## src/rtl/fesq_pkg.sv

```systemverilog
// Package of the flash erase/status sequencer controller: command codes, flash timing, register map.
// Assumes a single 250 MHz clock and a byte-wide flash with separate chip-select, output gate and write strobe.
`default_nettype none
package fesq_pkg;
  localparam int CLOCK_MHZ = 250;
  localparam int WINDOW_US = 80;
  localparam int WINDOW_CYCLES_DEF = WINDOW_US * CLOCK_MHZ;
  // Flash bus cycle timing, rounded up to whole clock cycles.
  localparam int T_SETUP_NS = 20;
  localparam int T_PULSE_NS = 50;
  localparam int T_HOLD_NS = 20;
  localparam int T_ACCESS_NS = 150;
  localparam int T_RECOVER_NS = 20;
  localparam int SETUP_CYC = (T_SETUP_NS * CLOCK_MHZ + 999) / 1000;
  localparam int PULSE_CYC = (T_PULSE_NS * CLOCK_MHZ + 999) / 1000;
  localparam int HOLD_CYC = (T_HOLD_NS * CLOCK_MHZ + 999) / 1000;
  localparam int ACCESS_CYC = (T_ACCESS_NS * CLOCK_MHZ + 999) / 1000;
  localparam int RECOVER_CYC = (T_RECOVER_NS * CLOCK_MHZ + 999) / 1000;
  localparam int SYNC_CYC = 2;
  localparam int WRITE_CYC = SETUP_CYC + PULSE_CYC + HOLD_CYC + RECOVER_CYC;
  localparam int TCNT_W = 6;
  localparam int WCNT_W = 16;
  localparam int ADDR_W = 17;
  localparam int DATA_W = 8;
  localparam int SECT_LSB = 14;
  localparam int SECT_N = 8;
  localparam logic [ADDR_W-1:0] UNLOCK_ADDR1 = 17'h05555;
  localparam logic [ADDR_W-1:0] UNLOCK_ADDR2 = 17'h02AAA;
  localparam logic [DATA_W-1:0] CMD_UNLOCK1 = 8'hAA;
  localparam logic [DATA_W-1:0] CMD_UNLOCK2 = 8'h55;
  localparam logic [DATA_W-1:0] CMD_RESET = 8'hF0;
  localparam logic [DATA_W-1:0] CMD_PROGRAM = 8'hA0;
  localparam logic [DATA_W-1:0] CMD_ERASE_SETUP = 8'h80;
  localparam logic [DATA_W-1:0] CMD_SECTOR = 8'h30;
  localparam logic [2:0] PREFIX_LAST_SHORT = 3'h2;
  localparam logic [2:0] PREFIX_LAST_ERASE = 3'h4;
  localparam logic [2:0] SECT_LAST = 3'h7;
  localparam int POLL_BIT = 7;
  localparam int OVERTIME_BIT = 5;
  // Operations written into the control register.
  localparam logic [1:0] OP_RESET = 2'h0;
  localparam logic [1:0] OP_PROGRAM = 2'h1;
  localparam logic [1:0] OP_ERASE = 2'h2;
  localparam logic [1:0] OP_READ = 2'h3;
  // Register map, byte addresses.
  localparam logic [7:0] REG_CTRL = 8'h00;
  localparam logic [7:0] REG_ADDR = 8'h04;
  localparam logic [7:0] REG_DATA = 8'h08;
  localparam logic [7:0] REG_SECT = 8'h0C;
  localparam logic [7:0] REG_STATUS = 8'h10;
  localparam int CTRL_GO = 0;
  localparam int CTRL_OP_LSB = 1;
  localparam int ST_BUSY = 0;
  localparam int ST_DONE = 1;
  localparam int ST_FAIL = 2;
  localparam int ST_LATE = 3;
  localparam int ST_LOCK = 4;
  localparam int ST_WINOPEN = 5;
  localparam int ST_POLL_LSB = 8;
  localparam int ST_RDATA_LSB = 16;
endpackage : fesq_pkg
`default_nettype wire

```

## src/rtl/fesq_cyc_if.sv

```systemverilog
// Request/answer channel between the sequencer and the flash bus cycle engine.
// The master holds req until it sees done; done is a one-cycle pulse.
`default_nettype none
interface fesq_cyc_if;
  import fesq_pkg::*;
  logic req;
  logic isWrite;
  logic [ADDR_W-1:0] addr;
  logic [DATA_W-1:0] wdata;
  logic done;
  logic [DATA_W-1:0] rdata;
  modport master (output req, output isWrite, output addr, output wdata, input done, input rdata);
  modport engine (input req, input isWrite, input addr, input wdata, output done, output rdata);
endinterface : fesq_cyc_if
`default_nettype wire

```

## src/rtl/fesq_bus_cycle.sv

```systemverilog
// Flash bus cycle engine: one write or read cycle per request on the flash control pins.
// Assumes the flash data pins arrive asynchronously; they pass two flip-flops before use.
`default_nettype none
module fesq_bus_cycle (
  input wire logic clock,
  input wire logic rstn,
  fesq_cyc_if.engine cyc,
  output logic [fesq_pkg::ADDR_W-1:0] flashAddr,
  output logic flashCeN,
  output logic flashOeN,
  output logic flashWeN,
  output logic [fesq_pkg::DATA_W-1:0] flashDataOut,
  output logic flashDataOeN,
  input wire logic [fesq_pkg::DATA_W-1:0] flashDataIn
);
  import fesq_pkg::*;
  typedef enum logic [2:0] {CY_IDLE, CY_SETUP, CY_PULSE, CY_HOLD, CY_READ, CY_RECOVER} fesq_cy_t;
  fesq_cy_t st_q, st_d;
  logic [TCNT_W-1:0] cnt_q, cnt_d;
  logic [ADDR_W-1:0] addr_q, addr_d;
  logic [DATA_W-1:0] dout_q, dout_d, rdata_q, rdata_d, din1_q, din2_q;
  logic ceN_q, ceN_d, oeN_q, oeN_d, weN_q, weN_d, doeN_q, doeN_d, done_q, done_d;

  always_comb begin
    st_d = st_q;
    cnt_d = cnt_q;
    addr_d = addr_q;
    dout_d = dout_q;
    rdata_d = rdata_q;
    ceN_d = ceN_q;
    oeN_d = oeN_q;
    weN_d = weN_q;
    doeN_d = doeN_q;
    done_d = 1'b0;
    if (cnt_q != '0) begin
      cnt_d = cnt_q - TCNT_W'(1);
    end
    case (st_q)
      CY_IDLE: begin
        if (cyc.req && !done_q) begin
          addr_d = cyc.addr;
          dout_d = cyc.wdata;
          ceN_d = 1'b0;
          if (cyc.isWrite) begin
            oeN_d = 1'b1;
            doeN_d = 1'b0;
            cnt_d = TCNT_W'(SETUP_CYC - 1);
            st_d = CY_SETUP;
          end else begin
            oeN_d = 1'b0;
            cnt_d = TCNT_W'(ACCESS_CYC + SYNC_CYC - 1);
            st_d = CY_READ;
          end
        end
      end
      CY_SETUP: begin
        if (cnt_q == '0) begin
          weN_d = 1'b0;
          cnt_d = TCNT_W'(PULSE_CYC - 1);
          st_d = CY_PULSE;
        end
      end
      CY_PULSE: begin
        if (cnt_q == '0) begin
          weN_d = 1'b1;
          cnt_d = TCNT_W'(HOLD_CYC - 1);
          st_d = CY_HOLD;
        end
      end
      CY_HOLD: begin
        if (cnt_q == '0) begin
          ceN_d = 1'b1;
          doeN_d = 1'b1;
          cnt_d = TCNT_W'(RECOVER_CYC - 1);
          st_d = CY_RECOVER;
        end
      end
      CY_READ: begin
        if (cnt_q == '0) begin
          rdata_d = din2_q;
          ceN_d = 1'b1;
          oeN_d = 1'b1;
          cnt_d = TCNT_W'(RECOVER_CYC - 1);
          st_d = CY_RECOVER;
        end
      end
      CY_RECOVER: begin
        if (cnt_q == '0) begin
          done_d = 1'b1;
          st_d = CY_IDLE;
        end
      end
      default: st_d = CY_IDLE;
    endcase
  end

  always_ff @(posedge clock) begin
    if (!rstn) begin
      st_q <= CY_IDLE;
      cnt_q <= '0;
      addr_q <= '0;
      dout_q <= '0;
      rdata_q <= '0;
      din1_q <= '0;
      din2_q <= '0;
      ceN_q <= 1'b1;
      oeN_q <= 1'b1;
      weN_q <= 1'b1;
      doeN_q <= 1'b1;
      done_q <= 1'b0;
    end else begin
      st_q <= st_d;
      cnt_q <= cnt_d;
      addr_q <= addr_d;
      dout_q <= dout_d;
      rdata_q <= rdata_d;
      din1_q <= flashDataIn;
      din2_q <= din1_q;
      ceN_q <= ceN_d;
      oeN_q <= oeN_d;
      weN_q <= weN_d;
      doeN_q <= doeN_d;
      done_q <= done_d;
    end
  end

  assign flashAddr = addr_q;
  assign flashCeN = ceN_q;
  assign flashOeN = oeN_q;
  assign flashWeN = weN_q;
  assign flashDataOut = dout_q;
  assign flashDataOeN = doeN_q;
  assign cyc.done = done_q;
  assign cyc.rdata = rdata_q;
endmodule : fesq_bus_cycle
`default_nettype wire

```

## src/rtl/fesq_sequencer.sv

```systemverilog
// Host-side controller for a byte-wide flash: issues reset, program, multi-sector erase and read sequences,
// polls completion and reports status. Software reaches it over a classic Wishbone slave.
// Assumes lockoutIn comes from a supply supervisor outside the clock domain.
//
// Local design decisions: register access over Wishbone and the placing of the registers.
`default_nettype none
// Function
// - Add sectors, each within window of previous
// - Poll inside an erased sector until done
// - Write only with select, strobe low, gate high
// - After overtime, reset sequence restores read mode
// - Reset is three writes ending with F0
// - Sector address on fall, 30 on rise
module fesq_sequencer #(
  parameter int WINDOW_CYCLES = fesq_pkg::WINDOW_CYCLES_DEF
) (
  input wire logic clock,
  input wire logic rstn,
  input wire logic cyc_i,
  input wire logic stb_i,
  input wire logic we_i,
  input wire logic [7:0] adr_i,
  input wire logic [31:0] dat_i,
  input wire logic [3:0] sel_i,
  output logic [31:0] dat_o,
  output logic ack_o,
  output logic [fesq_pkg::ADDR_W-1:0] flashAddr,
  output logic flashCeN,
  output logic flashOeN,
  output logic flashWeN,
  output logic [fesq_pkg::DATA_W-1:0] flashDataOut,
  output logic flashDataOeN,
  input wire logic [fesq_pkg::DATA_W-1:0] flashDataIn,
  input wire logic lockoutIn
);
  import fesq_pkg::*;
  typedef enum logic [2:0] {ST_IDLE, ST_PREFIX, ST_PROG, ST_SECTOR, ST_POLL, ST_RESET, ST_READ} fesq_st_t;

  fesq_cyc_if cycBus ();
  logic winExpired;

  fesq_bus_cycle u_cycle (
    .clock(clock),
    .rstn(rstn),
    .cyc(cycBus.engine),
    .flashAddr(flashAddr),
    .flashCeN(flashCeN),
    .flashOeN(flashOeN),
    .flashWeN(flashWeN),
    .flashDataOut(flashDataOut),
    .flashDataOeN(flashDataOeN),
    .flashDataIn(flashDataIn)
  );

  logic restart_q, restart_d;

  fesq_window_timer #(.CYCLES(WINDOW_CYCLES)) u_window (
    .clock(clock),
    .rstn(rstn),
    .restart(restart_q),
    .expired(winExpired)
  );

  // Lockout level crosses in through two flip-flops.
  logic lock1_q, lock2_q;
  always_ff @(posedge clock) begin
    if (!rstn) begin
      lock1_q <= 1'b0;
      lock2_q <= 1'b0;
    end else begin
      lock1_q <= lockoutIn;
      lock2_q <= lock1_q;
    end
  end

  function automatic logic [31:0] merge(input logic [31:0] old, input logic [31:0] val, input logic [3:0] sel);
    logic [31:0] res;
    res = old;
    for (int b = 0; b < 4; b++) begin
      if (sel[b]) begin
        res[b*8 +: 8] = val[b*8 +: 8];
      end
    end
    return res;
  endfunction : merge

  function automatic logic [ADDR_W-1:0] unlockAddr(input logic [2:0] step);
    return (step == 3'h1 || step == 3'h4) ? UNLOCK_ADDR2 : UNLOCK_ADDR1;
  endfunction : unlockAddr

  function automatic logic [DATA_W-1:0] unlockData(input logic [2:0] step, input logic [DATA_W-1:0] cmd);
    logic [DATA_W-1:0] res;
    res = CMD_UNLOCK1;
    if (step == 3'h1 || step == 3'h4) begin
      res = CMD_UNLOCK2;
    end else if (step == 3'h2) begin
      res = cmd;
    end
    return res;
  endfunction : unlockData

  // Wishbone slave: answers every access one cycle after it is seen and drops ack the next cycle.
  logic ack_q, ack_d;
  logic [31:0] datO_q, datO_d;
  logic [ADDR_W-1:0] addr_q, addr_d;
  logic [DATA_W-1:0] wdata_q, wdata_d;
  logic [SECT_N-1:0] mask_q, mask_d;
  logic wbTake, goStart;
  logic [1:0] opSel;
  logic [7:0] wbAddr;
  logic [31:0] statusWord;

  fesq_st_t st_q, st_d;
  logic [1:0] op_q, op_d;
  logic [2:0] step_q, step_d, sect_q, sect_d;
  logic first_q, first_d, recheck_q, recheck_d, expect_q, expect_d;
  logic done_q, done_d, fail_q, fail_d, late_q, late_d, lock_q, lock_d;
  logic req_q, req_d, isWr_q, isWr_d;
  logic [ADDR_W-1:0] cAddr_q, cAddr_d, pollAddr_q, pollAddr_d;
  logic [DATA_W-1:0] cData_q, cData_d, pollByte_q, pollByte_d, rdata_q, rdata_d;

  always_comb begin
    statusWord = '0;
    statusWord[ST_BUSY] = (st_q != ST_IDLE);
    statusWord[ST_DONE] = done_q;
    statusWord[ST_FAIL] = fail_q;
    statusWord[ST_LATE] = late_q;
    statusWord[ST_LOCK] = lock_q;
    statusWord[ST_WINOPEN] = !winExpired;
    statusWord[ST_POLL_LSB +: DATA_W] = pollByte_q;
    statusWord[ST_RDATA_LSB +: DATA_W] = rdata_q;
  end

  always_comb begin
    wbAddr = {adr_i[7:2], 2'b00};
    wbTake = cyc_i && stb_i && !ack_q;
    ack_d = wbTake;
    datO_d = datO_q;
    addr_d = addr_q;
    wdata_d = wdata_q;
    mask_d = mask_q;
    goStart = 1'b0;
    opSel = dat_i[CTRL_OP_LSB +: 2];
    if (wbTake && we_i) begin
      case (wbAddr)
        REG_CTRL: goStart = sel_i[0] && dat_i[CTRL_GO];
        REG_ADDR: addr_d = ADDR_W'(merge(32'(addr_q), dat_i, sel_i));
        REG_DATA: wdata_d = DATA_W'(merge(32'(wdata_q), dat_i, sel_i));
        REG_SECT: mask_d = SECT_N'(merge(32'(mask_q), dat_i, sel_i));
        default: goStart = 1'b0;
      endcase
    end else if (wbTake) begin
      case (wbAddr)
        REG_CTRL: datO_d = {29'h0, op_q, 1'b0};
        REG_ADDR: datO_d = 32'(addr_q);
        REG_DATA: datO_d = 32'(wdata_q);
        REG_SECT: datO_d = 32'(mask_q);
        REG_STATUS: datO_d = statusWord;
        default: datO_d = 32'h0000_0000;
      endcase
    end
  end

  always_ff @(posedge clock) begin
    if (!rstn) begin
      ack_q <= 1'b0;
      datO_q <= '0;
      addr_q <= '0;
      wdata_q <= '0;
      mask_q <= '0;
    end else begin
      ack_q <= ack_d;
      datO_q <= datO_d;
      addr_q <= addr_d;
      wdata_q <= wdata_d;
      mask_q <= mask_d;
    end
  end

  // Sequencer. A cycle is issued when no request is outstanding and retired on the engine's done pulse.
  logic cycDone;
  assign cycDone = req_q && cycBus.done;

  always_comb begin
    st_d = st_q;
    op_d = op_q;
    step_d = step_q;
    sect_d = sect_q;
    first_d = first_q;
    recheck_d = recheck_q;
    expect_d = expect_q;
    done_d = done_q;
    fail_d = fail_q;
    late_d = late_q;
    lock_d = lock_q;
    req_d = req_q;
    isWr_d = isWr_q;
    cAddr_d = cAddr_q;
    cData_d = cData_q;
    pollAddr_d = pollAddr_q;
    pollByte_d = pollByte_q;
    rdata_d = rdata_q;
    restart_d = 1'b0;
    case (st_q)
      ST_IDLE: begin
        if (goStart) begin
          op_d = opSel;
          {done_d, fail_d, late_d, lock_d, recheck_d} = '0;
          step_d = '0;
          sect_d = '0;
          first_d = 1'b1;
          if (lock2_q) begin
            lock_d = 1'b1;
            fail_d = 1'b1;
            done_d = 1'b1;
          end else if (opSel == OP_ERASE && mask_q == '0) begin
            fail_d = 1'b1;
            done_d = 1'b1;
          end else begin
            st_d = (opSel == OP_READ) ? ST_READ : ST_PREFIX;
          end
        end
      end
      ST_PREFIX, ST_RESET: begin
        if (!req_q) begin
          req_d = 1'b1;
          isWr_d = 1'b1;
          cAddr_d = unlockAddr(step_q);
          cData_d = unlockData(step_q, (st_q == ST_RESET || op_q == OP_RESET) ? CMD_RESET :
                    (op_q == OP_PROGRAM) ? CMD_PROGRAM : CMD_ERASE_SETUP);
        end else if (cycDone) begin
          req_d = 1'b0;
          step_d = step_q + 3'h1;
          if (st_q == ST_RESET || op_q == OP_RESET) begin
            if (step_q == PREFIX_LAST_SHORT) begin
              st_d = ST_IDLE;
              done_d = 1'b1;
            end
          end else if (op_q == OP_PROGRAM && step_q == PREFIX_LAST_SHORT) begin
            st_d = ST_PROG;
          end else if (step_q == PREFIX_LAST_ERASE) begin
            st_d = ST_SECTOR;
          end
        end
      end
      ST_PROG: begin
        if (!req_q) begin
          req_d = 1'b1;
          isWr_d = 1'b1;
          cAddr_d = addr_q;
          cData_d = wdata_q;
        end else if (cycDone) begin
          req_d = 1'b0;
          pollAddr_d = addr_q;
          expect_d = wdata_q[POLL_BIT];
          st_d = ST_POLL;
        end
      end
      ST_SECTOR: begin
        if (!req_q) begin
          if (!mask_q[sect_q]) begin
            if (sect_q == SECT_LAST) begin
              st_d = ST_POLL;
            end else begin
              sect_d = sect_q + 3'h1;
            end
          end else if (!first_q && winExpired) begin
            late_d = 1'b1;
            st_d = ST_POLL;
          end else begin
            req_d = 1'b1;
            isWr_d = 1'b1;
            cAddr_d = {sect_q, SECT_LSB'(0)};
            cData_d = CMD_SECTOR;
          end
        end else if (cycDone) begin
          req_d = 1'b0;
          restart_d = 1'b1;
          if (first_q) begin
            pollAddr_d = {sect_q, SECT_LSB'(0)};
          end
          first_d = 1'b0;
          expect_d = 1'b1;
          if (sect_q == SECT_LAST) begin
            st_d = ST_POLL;
          end else begin
            sect_d = sect_q + 3'h1;
          end
        end
      end
      ST_POLL: begin
        if (!req_q) begin
          req_d = 1'b1;
          isWr_d = 1'b0;
          cAddr_d = pollAddr_q;
        end else if (cycDone) begin
          req_d = 1'b0;
          pollByte_d = cycBus.rdata;
          if (cycBus.rdata[POLL_BIT] == expect_q) begin
            st_d = ST_IDLE;
            done_d = 1'b1;
          end else if (recheck_q) begin
            fail_d = 1'b1;
            step_d = '0;
            st_d = ST_RESET;
          end else if (cycBus.rdata[OVERTIME_BIT]) begin
            recheck_d = 1'b1;
          end
        end
      end
      ST_READ: begin
        if (!req_q) begin
          req_d = 1'b1;
          isWr_d = 1'b0;
          cAddr_d = addr_q;
        end else if (cycDone) begin
          req_d = 1'b0;
          rdata_d = cycBus.rdata;
          st_d = ST_IDLE;
          done_d = 1'b1;
        end
      end
      default: st_d = ST_IDLE;
    endcase
    // Lockout ends the sequence between cycles; the device itself falls back to read mode.
    if (st_q != ST_IDLE && lock2_q && !req_q) begin
      req_d = 1'b0;
      lock_d = 1'b1;
      fail_d = 1'b1;
      done_d = 1'b1;
      st_d = ST_IDLE;
    end
  end

  always_ff @(posedge clock) begin
    if (!rstn) begin
      st_q <= ST_IDLE;
      op_q <= OP_RESET;
      step_q <= '0;
      sect_q <= '0;
      {first_q, recheck_q, expect_q, done_q, fail_q, late_q, lock_q, req_q, isWr_q, restart_q} <= '0;
      cAddr_q <= '0;
      cData_q <= '0;
      pollAddr_q <= '0;
      pollByte_q <= '0;
      rdata_q <= '0;
    end else begin
      st_q <= st_d;
      op_q <= op_d;
      step_q <= step_d;
      sect_q <= sect_d;
      first_q <= first_d;
      recheck_q <= recheck_d;
      expect_q <= expect_d;
      done_q <= done_d;
      fail_q <= fail_d;
      late_q <= late_d;
      lock_q <= lock_d;
      req_q <= req_d;
      isWr_q <= isWr_d;
      restart_q <= restart_d;
      cAddr_q <= cAddr_d;
      cData_q <= cData_d;
      pollAddr_q <= pollAddr_d;
      pollByte_q <= pollByte_d;
      rdata_q <= rdata_d;
    end
  end

  assign cycBus.req = req_q;
  assign cycBus.isWrite = isWr_q;
  assign cycBus.addr = cAddr_q;
  assign cycBus.wdata = cData_q;
  assign dat_o = datO_q;
  assign ack_o = ack_q;
endmodule : fesq_sequencer
`default_nettype wire

```

## src/rtl/fesq_window_timer.sv

```systemverilog
// Sector erase window timer: reloads on each accepted sector write and reports when the window has run out.
// Assumes restart is a one-cycle pulse given after the write strobe has risen.
`default_nettype none
module fesq_window_timer #(
  parameter int CYCLES = fesq_pkg::WINDOW_CYCLES_DEF
) (
  input wire logic clock,
  input wire logic rstn,
  input wire logic restart,
  output logic expired
);
  import fesq_pkg::*;
  // The guard of one whole write cycle covers the last write's strobe, hold and recovery and the next write's setup, so its falling strobe lands inside the window.
  localparam logic [WCNT_W-1:0] LOAD = WCNT_W'(CYCLES - WRITE_CYC);
  logic [WCNT_W-1:0] cnt_q, cnt_d;
  logic expired_q, expired_d;

  always_comb begin
    cnt_d = cnt_q;
    expired_d = expired_q;
    if (restart) begin
      cnt_d = LOAD;
      expired_d = 1'b0;
    end else if (cnt_q != '0) begin
      cnt_d = cnt_q - WCNT_W'(1);
    end else begin
      expired_d = 1'b1;
    end
  end

  always_ff @(posedge clock) begin
    if (!rstn) begin
      cnt_q <= '0;
      expired_q <= 1'b1;
    end else begin
      cnt_q <= cnt_d;
      expired_q <= expired_d;
    end
  end

  assign expired = expired_q;
endmodule : fesq_window_timer
`default_nettype wire

```

## config.mk

```make
export PLATFORM = sky130hd
export DESIGN_NAME = fesq_sequencer
export DESIGN_NICKNAME = d
export VERILOG_FILES = /design/src/rtl/fesq_pkg.sv /design/src/rtl/fesq_cyc_if.sv /design/src/rtl/fesq_bus_cycle.sv /design/src/rtl/fesq_sequencer.sv /design/src/rtl/fesq_window_timer.sv
export SDC_FILE = /design/constraint.sdc
export NUM_CORES = 1
export LEC_CHECK = 0
export BUFFER_PORTS_ARGS = -buffer_cell sky130_fd_sc_hd__buf_2
export CAP_MARGIN = 20
export CORE_AREA = 5 5 140 142
export CTS_CLUSTER_SIZE = 10
export DETAILED_ROUTE_END_ITERATION = 8
export DIE_AREA = 0 0 145 147
export GPL_TIMING_DRIVEN = 0
export MAX_ROUTING_LAYER = met4
export PLACE_DENSITY = 0.75
export SYNTH_ARGS = -nofsm -noshare
export SYNTH_HDL_FRONTEND = slang
export SYNTH_SLANG_ARGS = --single-unit
```

## constraint.sdc

```tcl
create_clock -name clock -period 2.1 [get_ports clock]
set_clock_uncertainty 0.1 [all_clocks]
set_input_delay 0.525 -clock clock [delete_from_list [all_inputs] [get_ports clock]]
set_output_delay 0.525 -clock clock [all_outputs]
set_load 0.005 [all_outputs]
```

# --- Word-level counts from Yosys, hierarchy flattened ---
# Index checks and enable logic that the tools add are counted.
classes:
  add_sub_neg: 4
  magnitude_cmp: 1
  eq_ne: 76
  mux: 150
  n_bitwise: 2
  reduce_logical: 85
op_table:
  columns: ["cell", "n"]
  rows:
  - ["$mux W17", 11]
  - ["$mux W3", 40]
  - ["$pmux W24 S5", 1]
  - ["$pmux W17 S4", 1]
  - ["$mux W1", 60]
  - ["$ne A2 B2 Y1 const B", 28]
  - ["$mux W8", 6]
  - ["$ne A3 B3 Y1 const B", 16]
  - ["$mux W15", 3]
  - ["$mux W6", 6]
  - ["$pmux W17 S2", 1]
  - ["$reduce_and A3 Y1", 11]
  - ["$pmux W8 S3", 1]
  - ["$reduce_and A6 Y1", 4]
  - ["$reduce_bool A2 Y1", 11]
  - ["$eq A3 B3 Y1 const B", 7]
  - ["$pmux W1 S2", 10]
  - ["$reduce_and A5 Y1", 4]
  - ["$pmux W3 S6", 1]
  - ["$pmux W6 S3", 1]
  - ["$reduce_and A16 Y1", 1]
  - ["$reduce_bool A16 Y1", 1]
  - ["$sub A16 B1 Y16 const B", 1]
  - ["$eq A3 B2 Y1 const B", 5]
  - ["39 further kinds", 87]
word_totals:
  regBits: 227
  input_bits: 58
  out_inout_bits: 62
  elab_cells: 361

# --- Depth between registers and ports, before layout ---
logic_depth:
  depth_word: 7
  mapped_depth: 9

# --- Hierarchy ---
# A second synthesis with hierarchy kept.
unflattened:
  cells_unflattened: 1118
  area_unflattened_um2: 9869.5
by_module_without_submodules:
  columns: ["module", "instances", "cells_each", "area_per_inst_um2", "seq_area_each_um2"]
  rows:
  - ["fesq_sequencer", 1, 749, 6467.5, 2782.7]
  - ["fesq_bus_cycle", 1, 267, 2487.4, 1261.2]
  - ["fesq_window_timer", 1, 102, 914.6, 340.3]

# --- Worst setup path before layout ---
# No wires, ideal clock.
synth_path:
  path_kind: "input-to-reg"
  startpoint: "input dat_i[1]"
  endpoint: "register st_q[1]"
  setup_ns: 0.072
  t_arrival_ns: 2.111
  slack_ns: -0.183
  path_stages: 6
  n_path_buf: 1
  path_cell_list: "clkbuf_1 > or4b_2 > nor4_1 > o21ai_0 > nand3_1 > mux2i_1"
synth_between:
  elab_chain_len: 6
synth_rtl:
  columns: ["item", "line_no", "source"]
  rows:
  - ["from (decl)", "fesq_sequencer.sv:23", "input wire logic [31:0] dat_i,"]
  - ["$eq A2 B2 Y1", "fesq_sequencer.sv:220", "st_d = (opSel == OP_READ) ? ST_READ : ST_PREFIX;"]
  - ["$mux W3", "fesq_sequencer.sv:220", null]
  - ["$mux W3", "fesq_sequencer.sv:216", "end else if (opSel == OP_ERASE && mask_q == '0) begin"]
  - ["$mux W3", "fesq_sequencer.sv:212", "if (lock2_q) begin"]
  - ["$mux W3", "fesq_sequencer.sv:206", "if (goStart) begin"]
  - ["$pmux W3 S6", "fesq_sequencer.sv:204", "case (st_q)"]
  - ["to (signal assigned)", "fesq_sequencer.sv:348", "st_q <= st_d;"]
  - ["to (decl)", "fesq_sequencer.sv:113", "fesq_st_t st_q, st_d;"]
# Parallel ways exist; a longest one is shown, timed or not. The select of a mux whose other input is x is not followed.
# A chain may end at the register's enable or synchronous reset.

# --- Worst setup path in the final report ---
layout_path:
  startpoint: "register u_cycle.cnt_q[0]"
  endpoint: "register u_cycle.rdata_q[7], in the netlist u_cycle.cyc.rdata[7]"
layout_between:
  elab_chain_len: 2
layout_rtl:
  columns: ["item", "line_no", "source"]
  rows:
  - ["from (decl)", "fesq_bus_cycle.sv:19", "logic [TCNT_W-1:0] cnt_q, cnt_d;"]
  - ["from (signal assigned)", "fesq_bus_cycle.sv:113", "cnt_q <= cnt_d;"]
  - ["$logic_not A6 Y1", "fesq_bus_cycle.sv:79", "if (cnt_q == '0) begin"]
  - ["$reduce_and A2 Y1 (no source line)", null, null]
  - ["to (signal assigned)", "fesq_bus_cycle.sv:116", "rdata_q <= rdata_d;"]
  - ["to (decl)", "fesq_bus_cycle.sv:21", "logic [DATA_W-1:0] dout_q, dout_d, rdata_q, rdata_d, din1_q, din2_q;"]
# No other way between the ends.

==> flow_summary.ini <==
[route]
vias = 8733
wire_per_inst_um = 19.8
drc = 0
drt_iter0_drc = 575
drt_wl_total_um = 29600
dr.pass1.iters = 7
viasPerCell = 5.83
final_antenna_net_count = 0

[placed_design]
dp_hpwl_um = 20900
place.port_buffers = 90
gp_congestion = 1.03

[worst_setup_path]
crit_slowest_cell = or3b_4
max_stage_delay_ps = 390
path_max_fanout = 5
cp-start-kind = flip-flop
crit_chain = inv_2 -> ha_4 -> or3b_4 -> nor3_4 -> clkinv_4 -> nor4_4 -> buf_4 -> buf_12 -> mux2i_1 -> nor2_1
setup.worst_path.class = flip-flop to flip-flop
arrival_ps = 2530
end_kind = flip-flop
cp.required_ps = 2390

[logic_synthesis]
postSynthAreaPerCell_um2 = 8.49
syn_area_um2 = 9340
yosys.area.top_type = dfxtp_1
ys_ff_latch = 219
synth_top_area_share_pct = 47.0
synth_top_flop_cell = dfxtp_1
synth-seq-area-share_pct = 47.0
synth_most_common_cell = dfxtp_1
synth_edf_count = 0
synthTopCellsByCount = 219 x dfxtp_1, 137 x nand2_1, 137 x nor2_1
ys_types = 65
yosysWarnings = 0
synth.area.top_cells = dfxtp_1 47%, mux2i_1 6.2%, nand2_1 5.5%, nor2_1 5.5%, a21oi_1 5.1%
postSynth.asyncResetShare_pct = 0
synth_cells = 1100

[pwr]
switchingPower_uw = 3240
comb_power_share_pct = 24.4
p_int_uw = 7930
power_frac_seq_pct = 41.1
p_sw_share_pct = 29.0
power_uw = 11200
vdd_drop_max_uv = 1220
p_per_area_nw_per_um2 = 959
leakagePower_uw = 0.00465
power_frac_clock_pct = 34.5

[min_path]
min_path_type = input pin to flip-flop

[sta]
finalSetupTns_ps = -1580
rsz0062_at_grt = true
maxSlewViolCount = 0
worst_pin_slew_ps = 802
fin_hold_ws_ps = 107
maxSlewHeadroom_pct = 46.6
post-route-period-util_pct = 107
hold_viol = 0
period_needed_ps = 2240
clock.fmax_mhz = 446
finalSetupViolCount = 21
setup_ws_ps = -143

[floorplanning]
pin_count = 120
die-height_um = 147
coreArea_um2 = 18300
num_rows = 50
die-area_um2 = 21300
start_util_pct = 50.9
die_w_um = 145

[clock_tree]
htree_num_levels = 1
clockBufferDepth = 3
clk_latency_ps = 530
cts_made_buffers = 26
clkSlewWorstSetupHoldPaths_ps = 50
cts_tree = yes
cts-root-buf = clkbuf_16
clock_sinks = 219

[final_layout]
post_route_cells_drive_above_1_share_pct = 22.9
syn2layout_area_growth_pct = 24.7
num-nets-final = 1328
fin_util_pct = 63.5
diodes = 0

[global_routing]
grt_pass1_vias = 8286
grt-ovfl-total = 0
gr-usage-all-layers_pct = 27.2
grt_pass1_wl_um = 45700
grt_max_degree = 14
antenna_found_initial = 0

[status]
status = finished with violations
violations = setup timing

[run]
cap_violations = 0
## critical path, delay by kind of cell, from the launching register on
| family | cells | cell delay, ps |
|---|---|---|
| flops | 1 | 320 |
| simple gates | 4 | 810 |
| mux | 1 | 190 |
| buf+inv | 4 | 550 |
| fa+ha+maj | 1 | 140 |
## layer usage
metal  track usage (%)  share of wire (%)
met1              35.2                 42
met2              42.7                 46
met3              4.60                7.6
met4              10.5                4.3
met5                 -                  0
## cells by family (layout without fill, tap and decap cells)
group | Yosys count | count (layout) | synth area share (%)
other | 1 | 8 | 0.0402
AO/OA/AOI/OAI | 249 | 249 | 17.0
multiplexers | 62 | 62 | 6.70
XOR/XNOR | 17 | 17 | 1.59
buffers and inverters | 101 | 258 | 4.62
adder cells (fa/ha/maj) | 10 | 10 | 1.34
flip-flops | 219 | 219 | 47.0
AND/OR/NAND/NOR | 441 | 441 | 21.7
## layout make-up
type / count / area (um2)
inverters: 17 / 71.3
flip-flops and latches: 219 / 4400
well taps: 234 / 293
fillers: 1519 / 6690
multi-input cells: 787 / 4990
clock buffers: 30 / 676
plain buffers: 79 / 397
clock inverters: 2 / 25.0
repair buffers: 130 / 785
## cells in the final DEF, fill, tap and decap left out, types with 26 or more instances in the layout
cell,netlist,layout
a21oi_1,95,89
nand2_1,137,133
clkbuf_1,64,46
clkbuf_16,0,26
buf_4,10,45
nand3_1,45,40
mux2i_1,58,56
nor3_1,38,30
buf_2,6,96
nor2_1,137,127
o21ai_0,48,39
dfxtp_1,219,208
## what timing repair did
| item | 4_1_cts | 5_1_grt |
|---|---|---|
| setup endpoints to repair | 114 | 117 |
| gates cloned | 1 | 0 |
| hold buffers | 0 | 0 |
| pin swaps | 11 | 19 |
| gates resized for setup | 64 | 87 |
| buffers inserted | 18 | 21 |
## stage by stage
step / setup slack [ps] / cells / cell area, um2
finish: -143 / 1498 / 11600
global route: -252 / 1498 / 11600
floorplan: -53.5 / 1107 / 9450
CTS: -128 / 1479 / 11300
detailed placement: -568 / 1431 / 10200
global placement: -609 / 1431 / 10200
## registers in the layout, summed over array words and instances (netlist names), 6 cells and up
signal / count
mask_q: 8
rdata_q: 8
u_cycle.cyc.rdata: 8
pollAddr_q: 17
u_window.cnt_q: 16
dat_o: 24
pollByte_q: 8
u_cycle.flashDataOut: 8
u_cycle.flashAddr: 17
u_cycle.din1_q: 8
u_cycle.cnt_q: 6
cData_q: 8
cAddr_q: 17
addr_q: 17
wdata_q: 8
u_cycle.din2_q: 8
## final timing paths
kind	from	slack, ps	end	cells after the start
max	u_cycle.cnt_q[0]	-140	u_cycle.cyc.rdata[7]	10
min	flashDataIn[0]	110	u_cycle.din1_q[0]	2
max reg2reg	u_cycle.cnt_q[0]	-140	u_cycle.cyc.rdata[7]	10
min reg2reg	u_cycle.din1_q[1]	330	u_cycle.din2_q[1]	1
## power by group through the flow
stage / clock [uW] / sequential [uW] / combinational [uW]
after detailed placement: 0 / 4650 / 1780
after global placement: 0 / 4640 / 1720
after CTS: 3900 / 4570 / 2260
after floorplan: 0 / 4610 / 1410
after global routing: 4080 / 4610 / 2940
final: 3850 / 4590 / 2720
No activity file was read; power rests on OpenSTA's default activity.
